`src/verilog/interp_cfg_pkg.sv`:
```
// Notes on behaviour
// - Separate six-bit offset trim per channel
// - Trim is sign-magnitude, top bit negative
// - One magnitude unit equals 13 mV step
// - Both zeros no correction, extremes 31 steps
// - Trim fields default from nonvolatile setting
// - Mode field bits 1:0 at 0x01
// - Modes 0-2 incremental, 3 commutation
// - Direction bit inverts count in inc/dir
// - Resolution code sets steps, zero means 256
package interp_cfg_pkg;
  localparam logic [7:0] ADDR_MODE = 8'h01;
  localparam logic [7:0] ADDR_RES = 8'h02;
  localparam logic [7:0] ADDR_OFS_A = 8'h08;
  localparam logic [7:0] ADDR_OFS_B = 8'h09;
  localparam int MODE_LSB = 0;
  localparam int DIR_BIT = 2;
  localparam int TRIM_SIGN_BIT = 5;
  localparam int TRIM_W = 6;
  localparam int STEP_UV = 13000;
  localparam logic [8:0] STEPS_ZERO_CODE = 9'h100;
  typedef enum logic [1:0] {
    MODE_QUAD = 2'b00,
    MODE_UPDN = 2'b01,
    MODE_INCDIR = 2'b10,
    MODE_COMM = 2'b11
  } out_mode_type;
  typedef struct packed {
    logic neg;
    logic [4:0] mag;
  } trim_type;
  typedef struct packed {
    logic [7:0] addr;
    logic [7:0] wdata;
    logic wr;
    logic rd;
  } bus_req_type;
endpackage

```
`src/verilog/interpolator_output_config.sv`:
```
`timescale 1ns/1ps
module interpolator_output_config (
  input wire logic sys_clk_in,
  input wire logic rst_in,
  input wire interp_cfg_pkg::bus_req_type bus_in,
  input wire logic [7:0] nv_mode_in,
  input wire logic [7:0] nv_res_in,
  input wire logic [5:0] nv_ofs_a_in,
  input wire logic [5:0] nv_ofs_b_in,
  output logic [7:0] rdata_out,
  output interp_cfg_pkg::out_mode_type mode_out,
  output logic incremental_out,
  output logic commutation_out,
  output logic dir_invert_out,
  output logic [8:0] steps_out,
  output logic signed [15:0] ofs_a_uv_div_out,
  output logic signed [15:0] ofs_b_uv_div_out,
  output logic signed [5:0] ofs_a_steps_out,
  output logic signed [5:0] ofs_b_steps_out
);
  logic [7:0] mode_reg;
  logic [7:0] res_reg;
  logic [5:0] ofs_a;
  logic [5:0] ofs_b;
  logic [7:0] next_rdata;

  function automatic logic signed [5:0] trim_steps(input logic [5:0] code);
    interp_cfg_pkg::trim_type t;
    t = code;
    // Negative zero folds to zero
    trim_steps = t.neg ? -$signed({1'b0, t.mag}) : $signed({1'b0, t.mag});
  endfunction

  // Nonvolatile values are sampled at reset, then software may overwrite
  always_ff @(posedge sys_clk_in) begin
    if (rst_in) begin
      mode_reg <= nv_mode_in;
    end else if (bus_in.wr && bus_in.addr == interp_cfg_pkg::ADDR_MODE) begin
      mode_reg <= bus_in.wdata;
    end
  end

  always_ff @(posedge sys_clk_in) begin
    if (rst_in) begin
      res_reg <= nv_res_in;
    end else if (bus_in.wr && bus_in.addr == interp_cfg_pkg::ADDR_RES) begin
      res_reg <= bus_in.wdata;
    end
  end

  always_ff @(posedge sys_clk_in) begin
    if (rst_in) begin
      ofs_a <= nv_ofs_a_in;
      ofs_b <= nv_ofs_b_in;
    end else if (bus_in.wr) begin
      if (bus_in.addr == interp_cfg_pkg::ADDR_OFS_A) begin
        ofs_a <= bus_in.wdata[5:0];
      end
      if (bus_in.addr == interp_cfg_pkg::ADDR_OFS_B) begin
        ofs_b <= bus_in.wdata[5:0];
      end
    end
  end

  always_comb begin
    next_rdata = 8'h00;
    unique case (bus_in.addr)
      interp_cfg_pkg::ADDR_MODE: next_rdata = mode_reg;
      interp_cfg_pkg::ADDR_RES: next_rdata = res_reg;
      interp_cfg_pkg::ADDR_OFS_A: next_rdata = {2'b00, ofs_a};
      interp_cfg_pkg::ADDR_OFS_B: next_rdata = {2'b00, ofs_b};
      default: next_rdata = 8'h00;
    endcase
  end

  always_ff @(posedge sys_clk_in) begin
    if (rst_in) begin
      rdata_out <= 8'h00;
    end else begin
      rdata_out <= bus_in.rd ? next_rdata : 8'h00;
    end
  end

  // Outputs lag the registers by one cycle so all come from flip-flops
  always_ff @(posedge sys_clk_in) begin
    if (rst_in) begin
      mode_out <= interp_cfg_pkg::MODE_QUAD;
    end else begin
      mode_out <= interp_cfg_pkg::out_mode_type'(mode_reg[1:0]);
    end
  end

  always_ff @(posedge sys_clk_in) begin
    if (rst_in) begin
      commutation_out <= 1'b0;
    end else begin
      commutation_out <= (mode_reg[1:0] == interp_cfg_pkg::MODE_COMM);
    end
  end

  always_ff @(posedge sys_clk_in) begin
    if (rst_in) begin
      incremental_out <= 1'b0;
    end else begin
      incremental_out <= (mode_reg[1:0] != interp_cfg_pkg::MODE_COMM);
    end
  end

  // Direction only matters in inc/dir mode
  always_ff @(posedge sys_clk_in) begin
    if (rst_in) begin
      dir_invert_out <= 1'b0;
    end else begin
      dir_invert_out <= (mode_reg[1:0] == interp_cfg_pkg::MODE_INCDIR)
        && mode_reg[interp_cfg_pkg::DIR_BIT];
    end
  end

  // Commutation relies on software choosing code zero; not enforced here
  always_ff @(posedge sys_clk_in) begin
    if (rst_in) begin
      steps_out <= interp_cfg_pkg::STEPS_ZERO_CODE;
    end else begin
      steps_out <= (res_reg == 8'h00) ? interp_cfg_pkg::STEPS_ZERO_CODE : {1'b0, res_reg};
    end
  end

  always_ff @(posedge sys_clk_in) begin
    if (rst_in) begin
      ofs_a_steps_out <= 6'sh00;
      ofs_b_steps_out <= 6'sh00;
      ofs_a_uv_div_out <= 16'sh0000;
      ofs_b_uv_div_out <= 16'sh0000;
    end else begin
      ofs_a_steps_out <= trim_steps(ofs_a);
      ofs_b_steps_out <= trim_steps(ofs_b);
      // Correction in units of 1/10 mV to fit 16 bits: 13 mV is 130
      ofs_a_uv_div_out <= 16'(trim_steps(ofs_a) * (interp_cfg_pkg::STEP_UV / 100));
      ofs_b_uv_div_out <= 16'(trim_steps(ofs_b) * (interp_cfg_pkg::STEP_UV / 100));
    end
  end

  a_trim_sign_a: assert property (
    @(posedge sys_clk_in) disable iff (rst_in)
    !$past(rst_in)
    |-> (ofs_a_steps_out < 0) == ($past(ofs_a[5]) && $past(ofs_a[4:0]) != 5'h00)
  ) else begin
    $error("channel A trim sign wrong");
  end

  a_trim_sign_b: assert property (
    @(posedge sys_clk_in) disable iff (rst_in)
    !$past(rst_in)
    |-> (ofs_b_steps_out < 0) == ($past(ofs_b[5]) && $past(ofs_b[4:0]) != 5'h00)
  ) else begin
    $error("channel B trim sign wrong");
  end

  a_trim_zero_a: assert property (
    @(posedge sys_clk_in) disable iff (rst_in)
    !$past(rst_in) && $past(ofs_a[4:0]) == 5'h00
    |-> ofs_a_steps_out == 0
  ) else begin
    $error("channel A zero code not neutral");
  end

  a_trim_zero_b: assert property (
    @(posedge sys_clk_in) disable iff (rst_in)
    !$past(rst_in) && $past(ofs_b[4:0]) == 5'h00
    |-> ofs_b_steps_out == 0
  ) else begin
    $error("channel B zero code not neutral");
  end

  a_trim_max_neg: assert property (
    @(posedge sys_clk_in) disable iff (rst_in)
    !$past(rst_in) && $past(ofs_a) == 6'h3F
    |-> ofs_a_steps_out == -31
  ) else begin
    $error("largest negative trim wrong");
  end

  a_trim_max_pos: assert property (
    @(posedge sys_clk_in) disable iff (rst_in)
    !$past(rst_in) && $past(ofs_a) == 6'h1F
    |-> ofs_a_steps_out == 31
  ) else begin
    $error("largest positive trim wrong");
  end

  a_trim_step_a: assert property (
    @(posedge sys_clk_in) disable iff (rst_in)
    !$past(rst_in)
    |-> ofs_a_uv_div_out == 16'(ofs_a_steps_out * (interp_cfg_pkg::STEP_UV / 100))
  ) else begin
    $error("channel A step size wrong");
  end

  a_trim_step_b: assert property (
    @(posedge sys_clk_in) disable iff (rst_in)
    !$past(rst_in)
    |-> ofs_b_uv_div_out == 16'(ofs_b_steps_out * (interp_cfg_pkg::STEP_UV / 100))
  ) else begin
    $error("channel B step size wrong");
  end

  a_trim_write_a: assert property (
    @(posedge sys_clk_in) disable iff (rst_in)
    bus_in.wr && bus_in.addr == interp_cfg_pkg::ADDR_OFS_A
    |=> ofs_a == $past(bus_in.wdata[5:0])
  ) else begin
    $error("channel A trim write lost");
  end

  a_trim_write_b: assert property (
    @(posedge sys_clk_in) disable iff (rst_in)
    bus_in.wr && bus_in.addr == interp_cfg_pkg::ADDR_OFS_B
    |=> ofs_b == $past(bus_in.wdata[5:0])
  ) else begin
    $error("channel B trim write lost");
  end

  a_trim_read_a: assert property (
    @(posedge sys_clk_in) disable iff (rst_in)
    bus_in.rd && bus_in.addr == interp_cfg_pkg::ADDR_OFS_A
    |=> rdata_out[7:6] == 2'b00
  ) else begin
    $error("channel A upper trim bits nonzero");
  end

  a_trim_read_b: assert property (
    @(posedge sys_clk_in) disable iff (rst_in)
    bus_in.rd && bus_in.addr == interp_cfg_pkg::ADDR_OFS_B
    |=> rdata_out[7:6] == 2'b00
  ) else begin
    $error("channel B upper trim bits nonzero");
  end

  a_mode_sel: assert property (
    @(posedge sys_clk_in) disable iff (rst_in)
    bus_in.wr && bus_in.addr == interp_cfg_pkg::ADDR_MODE
    |-> ##2 mode_out == $past(bus_in.wdata[1:0], 2)
  ) else begin
    $error("mode not applied");
  end

  a_mode_kind: assert property (
    @(posedge sys_clk_in) disable iff (rst_in)
    !$past(rst_in)
    |-> commutation_out == (mode_out == interp_cfg_pkg::MODE_COMM) && incremental_out != commutation_out
  ) else begin
    $error("mode kind wrong");
  end

  a_dir_gate: assert property (
    @(posedge sys_clk_in) disable iff (rst_in)
    dir_invert_out
    |-> mode_out == interp_cfg_pkg::MODE_INCDIR
  ) else begin
    $error("direction outside inc/dir");
  end

  a_dir_follow: assert property (
    @(posedge sys_clk_in) disable iff (rst_in)
    !$past(rst_in) && $past(mode_reg[1:0]) == 2'b10
    |-> dir_invert_out == $past(mode_reg[interp_cfg_pkg::DIR_BIT])
  ) else begin
    $error("direction bit not followed");
  end

  a_res_zero: assert property (
    @(posedge sys_clk_in) disable iff (rst_in)
    !$past(rst_in) && $past(res_reg) == 8'h00
    |-> steps_out == 9'h100
  ) else begin
    $error("zero code not 256");
  end

  a_res_direct: assert property (
    @(posedge sys_clk_in) disable iff (rst_in)
    !$past(rst_in) && $past(res_reg) != 8'h00
    |-> steps_out == {1'b0, $past(res_reg)}
  ) else begin
    $error("steps differ from code");
  end

  a_res_write: assert property (
    @(posedge sys_clk_in) disable iff (rst_in)
    bus_in.wr && bus_in.addr == interp_cfg_pkg::ADDR_RES
    |=> res_reg == $past(bus_in.wdata)
  ) else begin
    $error("resolution write lost");
  end

  // Startup loads are checked without the reset guard
  a_reset_load_a: assert property (
    @(posedge sys_clk_in)
    rst_in
    |=> ofs_a == $past(nv_ofs_a_in)
  ) else begin
    $error("channel A nonvolatile load missing");
  end

  a_reset_load_b: assert property (
    @(posedge sys_clk_in)
    rst_in
    |=> ofs_b == $past(nv_ofs_b_in)
  ) else begin
    $error("channel B nonvolatile load missing");
  end

  a_reset_mode: assert property (
    @(posedge sys_clk_in)
    rst_in
    |=> mode_reg == $past(nv_mode_in)
  ) else begin
    $error("mode nonvolatile load missing");
  end

  a_reset_res: assert property (
    @(posedge sys_clk_in)
    rst_in
    |=> res_reg == $past(nv_res_in)
  ) else begin
    $error("resolution nonvolatile load missing");
  end

  c_comm: cover property (
    @(posedge sys_clk_in) commutation_out && steps_out == 9'h100
  );

  c_dir: cover property (
    @(posedge sys_clk_in) dir_invert_out
  );

  c_neg_max: cover property (
    @(posedge sys_clk_in) ofs_a_steps_out == -6'sd31
  );

  c_pos_max: cover property (
    @(posedge sys_clk_in) ofs_a_steps_out == 6'sd31
  );

  c_res_min: cover property (
    @(posedge sys_clk_in) steps_out == 9'h001
  );
endmodule // interpolator_output_config

```
`config.mk`:
```
export PLATFORM = sky130hd
export DESIGN_NAME = interpolator_output_config
export DESIGN_NICKNAME = d
export VERILOG_FILES = /design/src/verilog/interp_cfg_pkg.sv /design/src/verilog/interpolator_output_config.sv
export SDC_FILE = /design/constraint.sdc
export NUM_CORES = 1
export LEC_CHECK = 0
export BUFFER_PORTS_ARGS = -buffer_cell sky130_fd_sc_hd__buf_2
export CORE_MARGIN = 8
export CORE_UTILIZATION = 35
export DETAILED_ROUTE_END_ITERATION = 10
export GPL_TIMING_DRIVEN = 0
export PLACE_DENSITY = 0.54
export SYNTH_ARGS = -nofsm -noshare
export SYNTH_HDL_FRONTEND = slang
export SYNTH_SLANG_ARGS = --single-unit
```
`constraint.sdc`:
```
create_clock -name sys_clk_in -period 4.2 [get_ports sys_clk_in]
set_input_delay 0.84 -clock sys_clk_in [delete_from_list [all_inputs] [get_ports sys_clk_in]]
set_output_delay 0.84 -clock sys_clk_in [all_outputs]
set_load 0.02 [all_outputs]
```
==> results of run 1 <==
==> through the flow <==
step | cell area [µm²] | util | worst slack [ps]
final | 4590 | 0.447 | 851
after global routing | 4590 | 0.447 | 689
after CTS | 4590 | 0.446 | 839
after detailed placement | 4410 | 0.429 | 860
after global placement | 4410 | 0.429 | 836
after floorplan | 3690 | - | 1160
==> worst paths after layout <==
check	to	slack, ps	depth (start not counted)
max	ofs_b_uv_div_out[14]	850	9
min	dir_invert_out	520	1
max reg2reg	ofs_b_uv_div_out[14]	850	9
min reg2reg	dir_invert_out	520	1
==> worst max-delay path: stages (launching register included) <==
cell	delay, ps
edfxtp_1	500
or3_4	440
o31ai_4	270
inv_2	140
ha_1	300
ha_1	300
ha_1	290
ha_1	220
fa_1	410
a2111oi_0	380
==> report_power, final <==
group	internal, W	switching (W)	total (W)	leakage (nW)
Combinational	0.000215	0.000287	0.000503	1.46
Clock	0.000220	0.000293	0.000513	0.0866
Sequential	0.000872	0.0000434	0.000916	0.687
Total	0.00131	0.000624	0.00193	2.24
==> metal layers <==
layer  vias to the layer above  track usage  part of all wire
met5                         -            0                 0
met4                         0       0.0506             0.014
met3                         9       0.0495             0.077
met2                       103        0.206              0.44
met1                      1231        0.172              0.46
li1                       1443            -                 -
==> kinds of logic after synthesis <==
| kind of cell | after synthesis | share of synthesized area |
|---|---|---|
| AO/OA/AOI/OAI | 38 | 0.0714 |
| XOR/XNOR | 6 | 0.0143 |
| adder cells (fa/ha/maj) | 32 | 0.117 |
| buffers and inverters | 43 | 0.0612 |
| flip-flops | 78 | 0.500 |
| multiplexers | 7 | 0.0224 |
| other | 1 | 0.00102 |
| AND/OR/NAND/NOR | 148 | 0.213 |
==> layout make-up <==
type,count,area [µm²],area share
clock buffers,9,124,0.0270
clock inverters,7,55.1,0.0120
flip-flops and latches,78,1840,0.401
multi-input cells,233,1620,0.353
repair buffers,111,556,0.121
plain buffers,29,173,0.0376
inverters,14,52.6,0.0114
well taps,136,170,0.0371
==> layout by cell type (no fill, tap or decap), types with 6 or more instances in the layout <==
cell / instances
buf_2: 114
nand2_1: 70
dfxtp_1: 50
ha_1: 28
edfxtp_1: 28
nor2b_1: 23
buf_4: 16
inv_1: 13
a21oi_1: 12
and3b_1: 11
clkbuf_8: 9
and2_1: 8
clkbuf_1: 8
nor2_1: 8
nand3_1: 7
xnor2_1: 6
o21ai_0: 6
==> results_dict.tcl, run 1 <==
set metrics [dict create \
    timing.fmax_ghz 0.299 \
    clock_skew_ps 14.0 \
    fin_setup_tns_ps 0 \
    drtIter0Drc 129 \
    die_area_um2 14100 \
    power_density_nw_per_um2 421 \
    num_vias 2786 \
    crit_path_start "ofs_b[1]" \
    avgSynthCellArea_um2 10.4 \
    rr_startpoint "ofs_b[1]" \
    path_clk_slew_ps 90 \
    crit_type "register to register" \
    viasPerCell 4.52 \
    dp_cells 600 \
    row_count 37 \
    antenna_found_initial 0 \
    ant_nets 0 \
    ys_ff_latch 78 \
    final.min_clock_period_ps 3350 \
    ys_top_cells_by_area "dfxtp_1 (27%), edfxtp_1 (23%), ha_1 (9.5%)" \
    fp.dieH_um 119 \
    cts_tree "done" \
    grt_start_max_net_pins 16 \
    status "completed" \
    grt_usage 0.135 \
    hold_viol 0 \
    post_cts_buffers 0 \
    cts_hold_buf 0 \
    place.gp.congestion 0.796 \
    drive_gt1_frac 0.333 \
    worstHoldStart "mode_reg[2]" \
    p_leak_nw 2.24 \
    fin_crit_sh 0.797 \
    wl_um 9320 \
    fillCellCount 1028 \
    remaining_drc_errors 0 \
    yosysSeqAreaShare 0.500 \
    clockRootBuffer "clkbuf_8" \
    insertion_delay_ps 360 \
    vdd_drop_max_uv 169 \
    maxCapViolCount 0 \
    yosys.area.top_type "dfxtp_1" \
    worstHoldPathType "register to register" \
    mappedNetlistArea_um2 3680 \
    ctsHtreeMaxLevel 3 \
    cts_made_buffers 9 \
    cp_max_fo 6 \
    slew_viol_final 0 \
    async_flop_share 0 \
    crit_arrival_ps 3600 \
    synth_edf_count 28 \
    rsz0062_at_grt "no" \
    reg_top3 "ofs_a_uv_div_out (14), ofs_b_uv_div_out (14), steps_out (9)" \
    synth-main-ff-cell "dfxtp_1" \
    worstSetupStartpointType "register" \
    port_buffers 110 \
    worstPathRequired_ps 4450 \
    layoutNonFillerInstCount 617 \
    ys_warn_count 0 \
    die_w_um 119 \
    final-setup-viol-count 0 \
    slew_headroom 0.206 \
    finalPower_w 0.00193 \
    wl_per_cell_um 15.1 \
    grt_overflow 0 \
    synth.most_common_cell "nand2_1" \
    grt_pass1_wl_um 15100 \
    firstDrtPassIters 4 \
    clock_path_buffers 2 \
    initial_core_util 0.358 \
    worst_slew_pin_slew_ps 1180 \
    numClockSinks 78 \
    core_area_um2 10300 \
    holdWs_ps 524 \
    ys_types 45 \
    dp_hpwl_um 7440 \
    synth_top_area_share 0.272 \
    nets 556 \
    syn_inst 353 \
    end_kind "register" \
    antenna_cells 0 \
    syn_to_final_growth_pct 24.7 \
    pin_count 114 \
    yosys-top-cells-count "nand2_1 (70), dfxtp_1 (50), edfxtp_1 (28), ha_1 (28), nor2b_1 (23)" \
    grt_pass1_vias 2921 \
    cts_resized 0 \
]
No activity file was read; power rests on OpenSTA's default activity.
==> run 2: changes to the inputs <==
--- a/config.mk
+++ b/config.mk
@@ -5,12 +5,13 @@
 export SDC_FILE = /design/constraint.sdc
 export NUM_CORES = 1
 export LEC_CHECK = 0
+export ABC_AREA = 1
 export BUFFER_PORTS_ARGS = -buffer_cell sky130_fd_sc_hd__buf_2
 export CORE_MARGIN = 8
 export CORE_UTILIZATION = 35
 export DETAILED_ROUTE_END_ITERATION = 10
 export GPL_TIMING_DRIVEN = 0
-export PLACE_DENSITY = 0.54
+export PLACE_DENSITY = 0.56
 export SYNTH_ARGS = -nofsm -noshare
 export SYNTH_HDL_FRONTEND = slang
 export SYNTH_SLANG_ARGS = --single-unit
==> constraint.sdc (replaced) <==
create_clock -name sys_clk_in -period 2.7 [get_ports sys_clk_in]
set_input_delay 0.54 -clock sys_clk_in [delete_from_list [all_inputs] [get_ports sys_clk_in]]
set_output_delay 0.54 -clock sys_clk_in [all_outputs]
set_load 0.02 [all_outputs]
==> run 2 against run 1 <==
Hold slack lost 81 ps. Global-route usage decreased by 0.077 points. Total power is 83% higher. Critical path type unchanged. Largest cell class unchanged.
==> results_dict.tcl, run 2 <==
set metrics [dict create \
    vdd_drop_max_uv 264 \
    pin_count 114 \
    swShare 0.340 \
    num_vias 3140 \
    synth_top_area_share 0.266 \
    antenna_found_initial 0 \
    die_w_um 120 \
    cpMaxStageDelayCell "fa_1" \
    insertion_delay_ps 360 \
    place.gp.congestion 0.841 \
    cts_made_buffers 9 \
    synth-main-ff-cell "dfxtp_1" \
    drive_gt1_frac 0.434 \
    path_clk_slew_ps 90 \
    ctsHtreeMaxLevel 3 \
    die_area_um2 14300 \
    wl_um 10000 \
    crit_type "register to register" \
    syn_inst 416 \
    crit_arrival_ps 2950 \
    synth.most_common_cell "nand2_1" \
    worstPathRequired_ps 2950 \
    ys_top_cells_by_area "dfxtp_1 (27%), edfxtp_1 (22%), nand2_1 (10%)" \
    core_area_um2 10700 \
    grt_pass1_wl_um 15100 \
    synth_edf_count 28 \
    worstHoldPathType "primary input to register" \
    end_kind "register" \
    p_leak_nw 2.66 \
    worstSetupStartpointType "register" \
    wl_per_cell_um 14.1 \
    ys_types 32 \
    ant_nets 0 \
    drtIter0Drc 130 \
    fin_setup_tns_ps 0 \
    path_cells "inv_2 > nand3_2 > nand2_4 > buf_6 > nand2_8 > ha_4 > fa_1 > ha_4 > ha_4 > a21oi_2 > o21bai_1 > nand2_1 > nand2_1 > nor2_2" \
    rsz0062_at_grt "yes" \
    power_density_nw_per_um2 683 \
    ys_ff_latch 78 \
    fin_crit_sh 0.999 \
    numClockSinks 78 \
    status "completed" \
    final-setup-viol-count 0 \
    row_count 38 \
    yosysSeqAreaShare 0.490 \
    clockRootBuffer "clkbuf_8" \
    avgSynthCellArea_um2 9.03 \
    mostFrequentLayoutCells "buf_2 (115), nand2_1 (101), dfxtp_1 (50)" \
    dp_hpwl_um 7460 \
    grt_pass1_vias 3192 \
    syn_to_final_growth_pct 37.8 \
    cts_hold_buf 0 \
    crit_top_cell "ha_4" \
    clock_path_buffers 2 \
    initial_core_util 0.353 \
    async_flop_share 0 \
    viasPerCell 4.42 \
    power_frac_clock 0.244 \
    yosys-top-cells-count "nand2_1 (103), dfxtp_1 (50), nor2_1 (45), inv_1 (40), nand3_1 (34)" \
    yosys.area.top_type "dfxtp_1" \
    nets 646 \
    cp_max_fo 7 \
    antenna_cells 0 \
    mappedNetlistArea_um2 3760 \
    maxCapViolCount 0 \
    cts_tree "done" \
    slew_viol_final 0 \
    firstDrtPassIters 4 \
    pwr-share-seq 0.403 \
    grt_start_max_net_pins 16 \
    layout_commonest_cell "buf_2" \
    grt_usage 0.135 \
    cp_slowest_stage_delay_ps 530 \
    hold_viol 0 \
    fp.dieH_um 120 \
    ys_warn_count 0 \
    pwr-share-comb 0.353 \
    switchingPower_w 0.00120 \
    clock_skew_ps 8.84 \
    remaining_drc_errors 0 \
    timing.fmax_ghz 0.371 \
    grt_overflow 0 \
    layout_setup_ws_ps 1.71 \
    reg_top3 "ofs_a_uv_div_out (14), ofs_b_uv_div_out (14), steps_out (9)" \
    power.internal_w 0.00233 \
    port_buffers 110 \
    place_ws_ps -201 \
    final.min_clock_period_ps 2700 \
]
-- run 2: cell count changes in the layout (fill, tap and decap cells not counted), sizes merged, moves of 4 or more --
cell,previous run,this run
xnor2,6,1
inv,17,56
nand3,7,36
nor2,8,50
and3b,11,0
buf,132,164
and2,8,1
o211ai,5,0
clkbuf,17,10
mux2,7,0
nand2,70,110
o31ai,5,0
nor2b,23,0
nor3b,4,0
-- run 2: cells by family (layout without fill, tap and decap cells) --
group / count (synthesis) / after routing / synth area share
and+or+nand+nor: 202 / 202 / 0.242
DFF: 78 / 78 / 0.490
buffers and inverters: 78 / 232 / 0.105
adders and majority gates: 32 / 32 / 0.115
AOI/OAI and AO/OA: 21 / 21 / 0.0326
xor gates and xnor gates: 4 / 4 / 0.0153
other: 1 / 2 / 0.000998
-- run 2: final cells by class --
| type | instances | area [µm²] |
|---|---|---|
| Timing Repair Buffer | 138 | 764 |
| Multi-Input combinational cell | 261 | 1800 |
| Fill cell | 1033 | 5480 |
| Clock buffer | 10 | 149 |
| Inverter | 52 | 195 |
| Sequential cell | 78 | 1840 |
| Buffer | 26 | 198 |
| Clock inverter | 6 | 50.0 |
| Tap cell | 140 | 175 |
-- run 2: metal layers --
layer	GRT usage	wire length (µm)	vias up
met1	0.150	4110	1424
met3	0.0427	775	15
met4	0.0648	176	0
met5	0	0	-
li1	-	-	1595
met2	0.228	4960	106
-- run 2: power by group through the flow --
stage | clock network [W] | logic, W | registers (W)
2_1_floorplan | 0 | 0.000503 | 0.00158
3_3_place_gp | 0 | 0.000902 | 0.00145
3_5_place_dp | 0 | 0.000920 | 0.00146
4_1_cts | 0.000881 | 0.00101 | 0.00143
5_1_grt | 0.000930 | 0.00138 | 0.00145
6_report | 0.000862 | 0.00125 | 0.00143
-- run 2: critical path: cells and delay by family (launching register included) --
family                   cells  cell delay [ps]
flip-flops                   1              460
AND/OR/NAND/NOR              6              460
AO/OA/AOI/OAI                2              210
adder cells (fa/ha/maj)      4             1200
buffers and inverters        2              250
-- run 2: what timing repair did --
| action | in CTS | in global routing |
|---|---|---|
| gates resized for setup | 17 | 38 |
| setup buffers | 18 | 10 |
| pin swaps | 14 | 29 |
| setup endpoints to repair | 8 | 8 |
-- run 2: worst paths after layout --
path	cells past startpoint	end	start	slack, ps
hold / removal	3	res_reg[2]	nv_res_in[2]	440
hold reg to reg	1	incremental_out	mode_reg[1]	510
setup / recovery	14	ofs_b_uv_div_out[13]	ofs_b[1]	2
setup reg to reg	14	ofs_b_uv_div_out[13]	ofs_b[1]	2
-- run 2: through the flow --
| step | util | power (W) | hold WS [ps] | instances | area, µm² |
|---|---|---|---|---|---|
| 2_1_floorplan | - | 0.00208 | 453 | 417 | 3760 |
| 5_1_grt | 0.486 | 0.00376 | 452 | 711 | 5170 |
| 4_1_cts | 0.457 | 0.00331 | 432 | 701 | 4870 |
| 3_5_place_dp | 0.421 | 0.00238 | 515 | 667 | 4490 |
| 6_report | 0.486 | 0.00353 | 444 | 711 | 5170 |
| 3_3_place_gp | 0.421 | 0.00235 | 515 | 667 | 4490 |
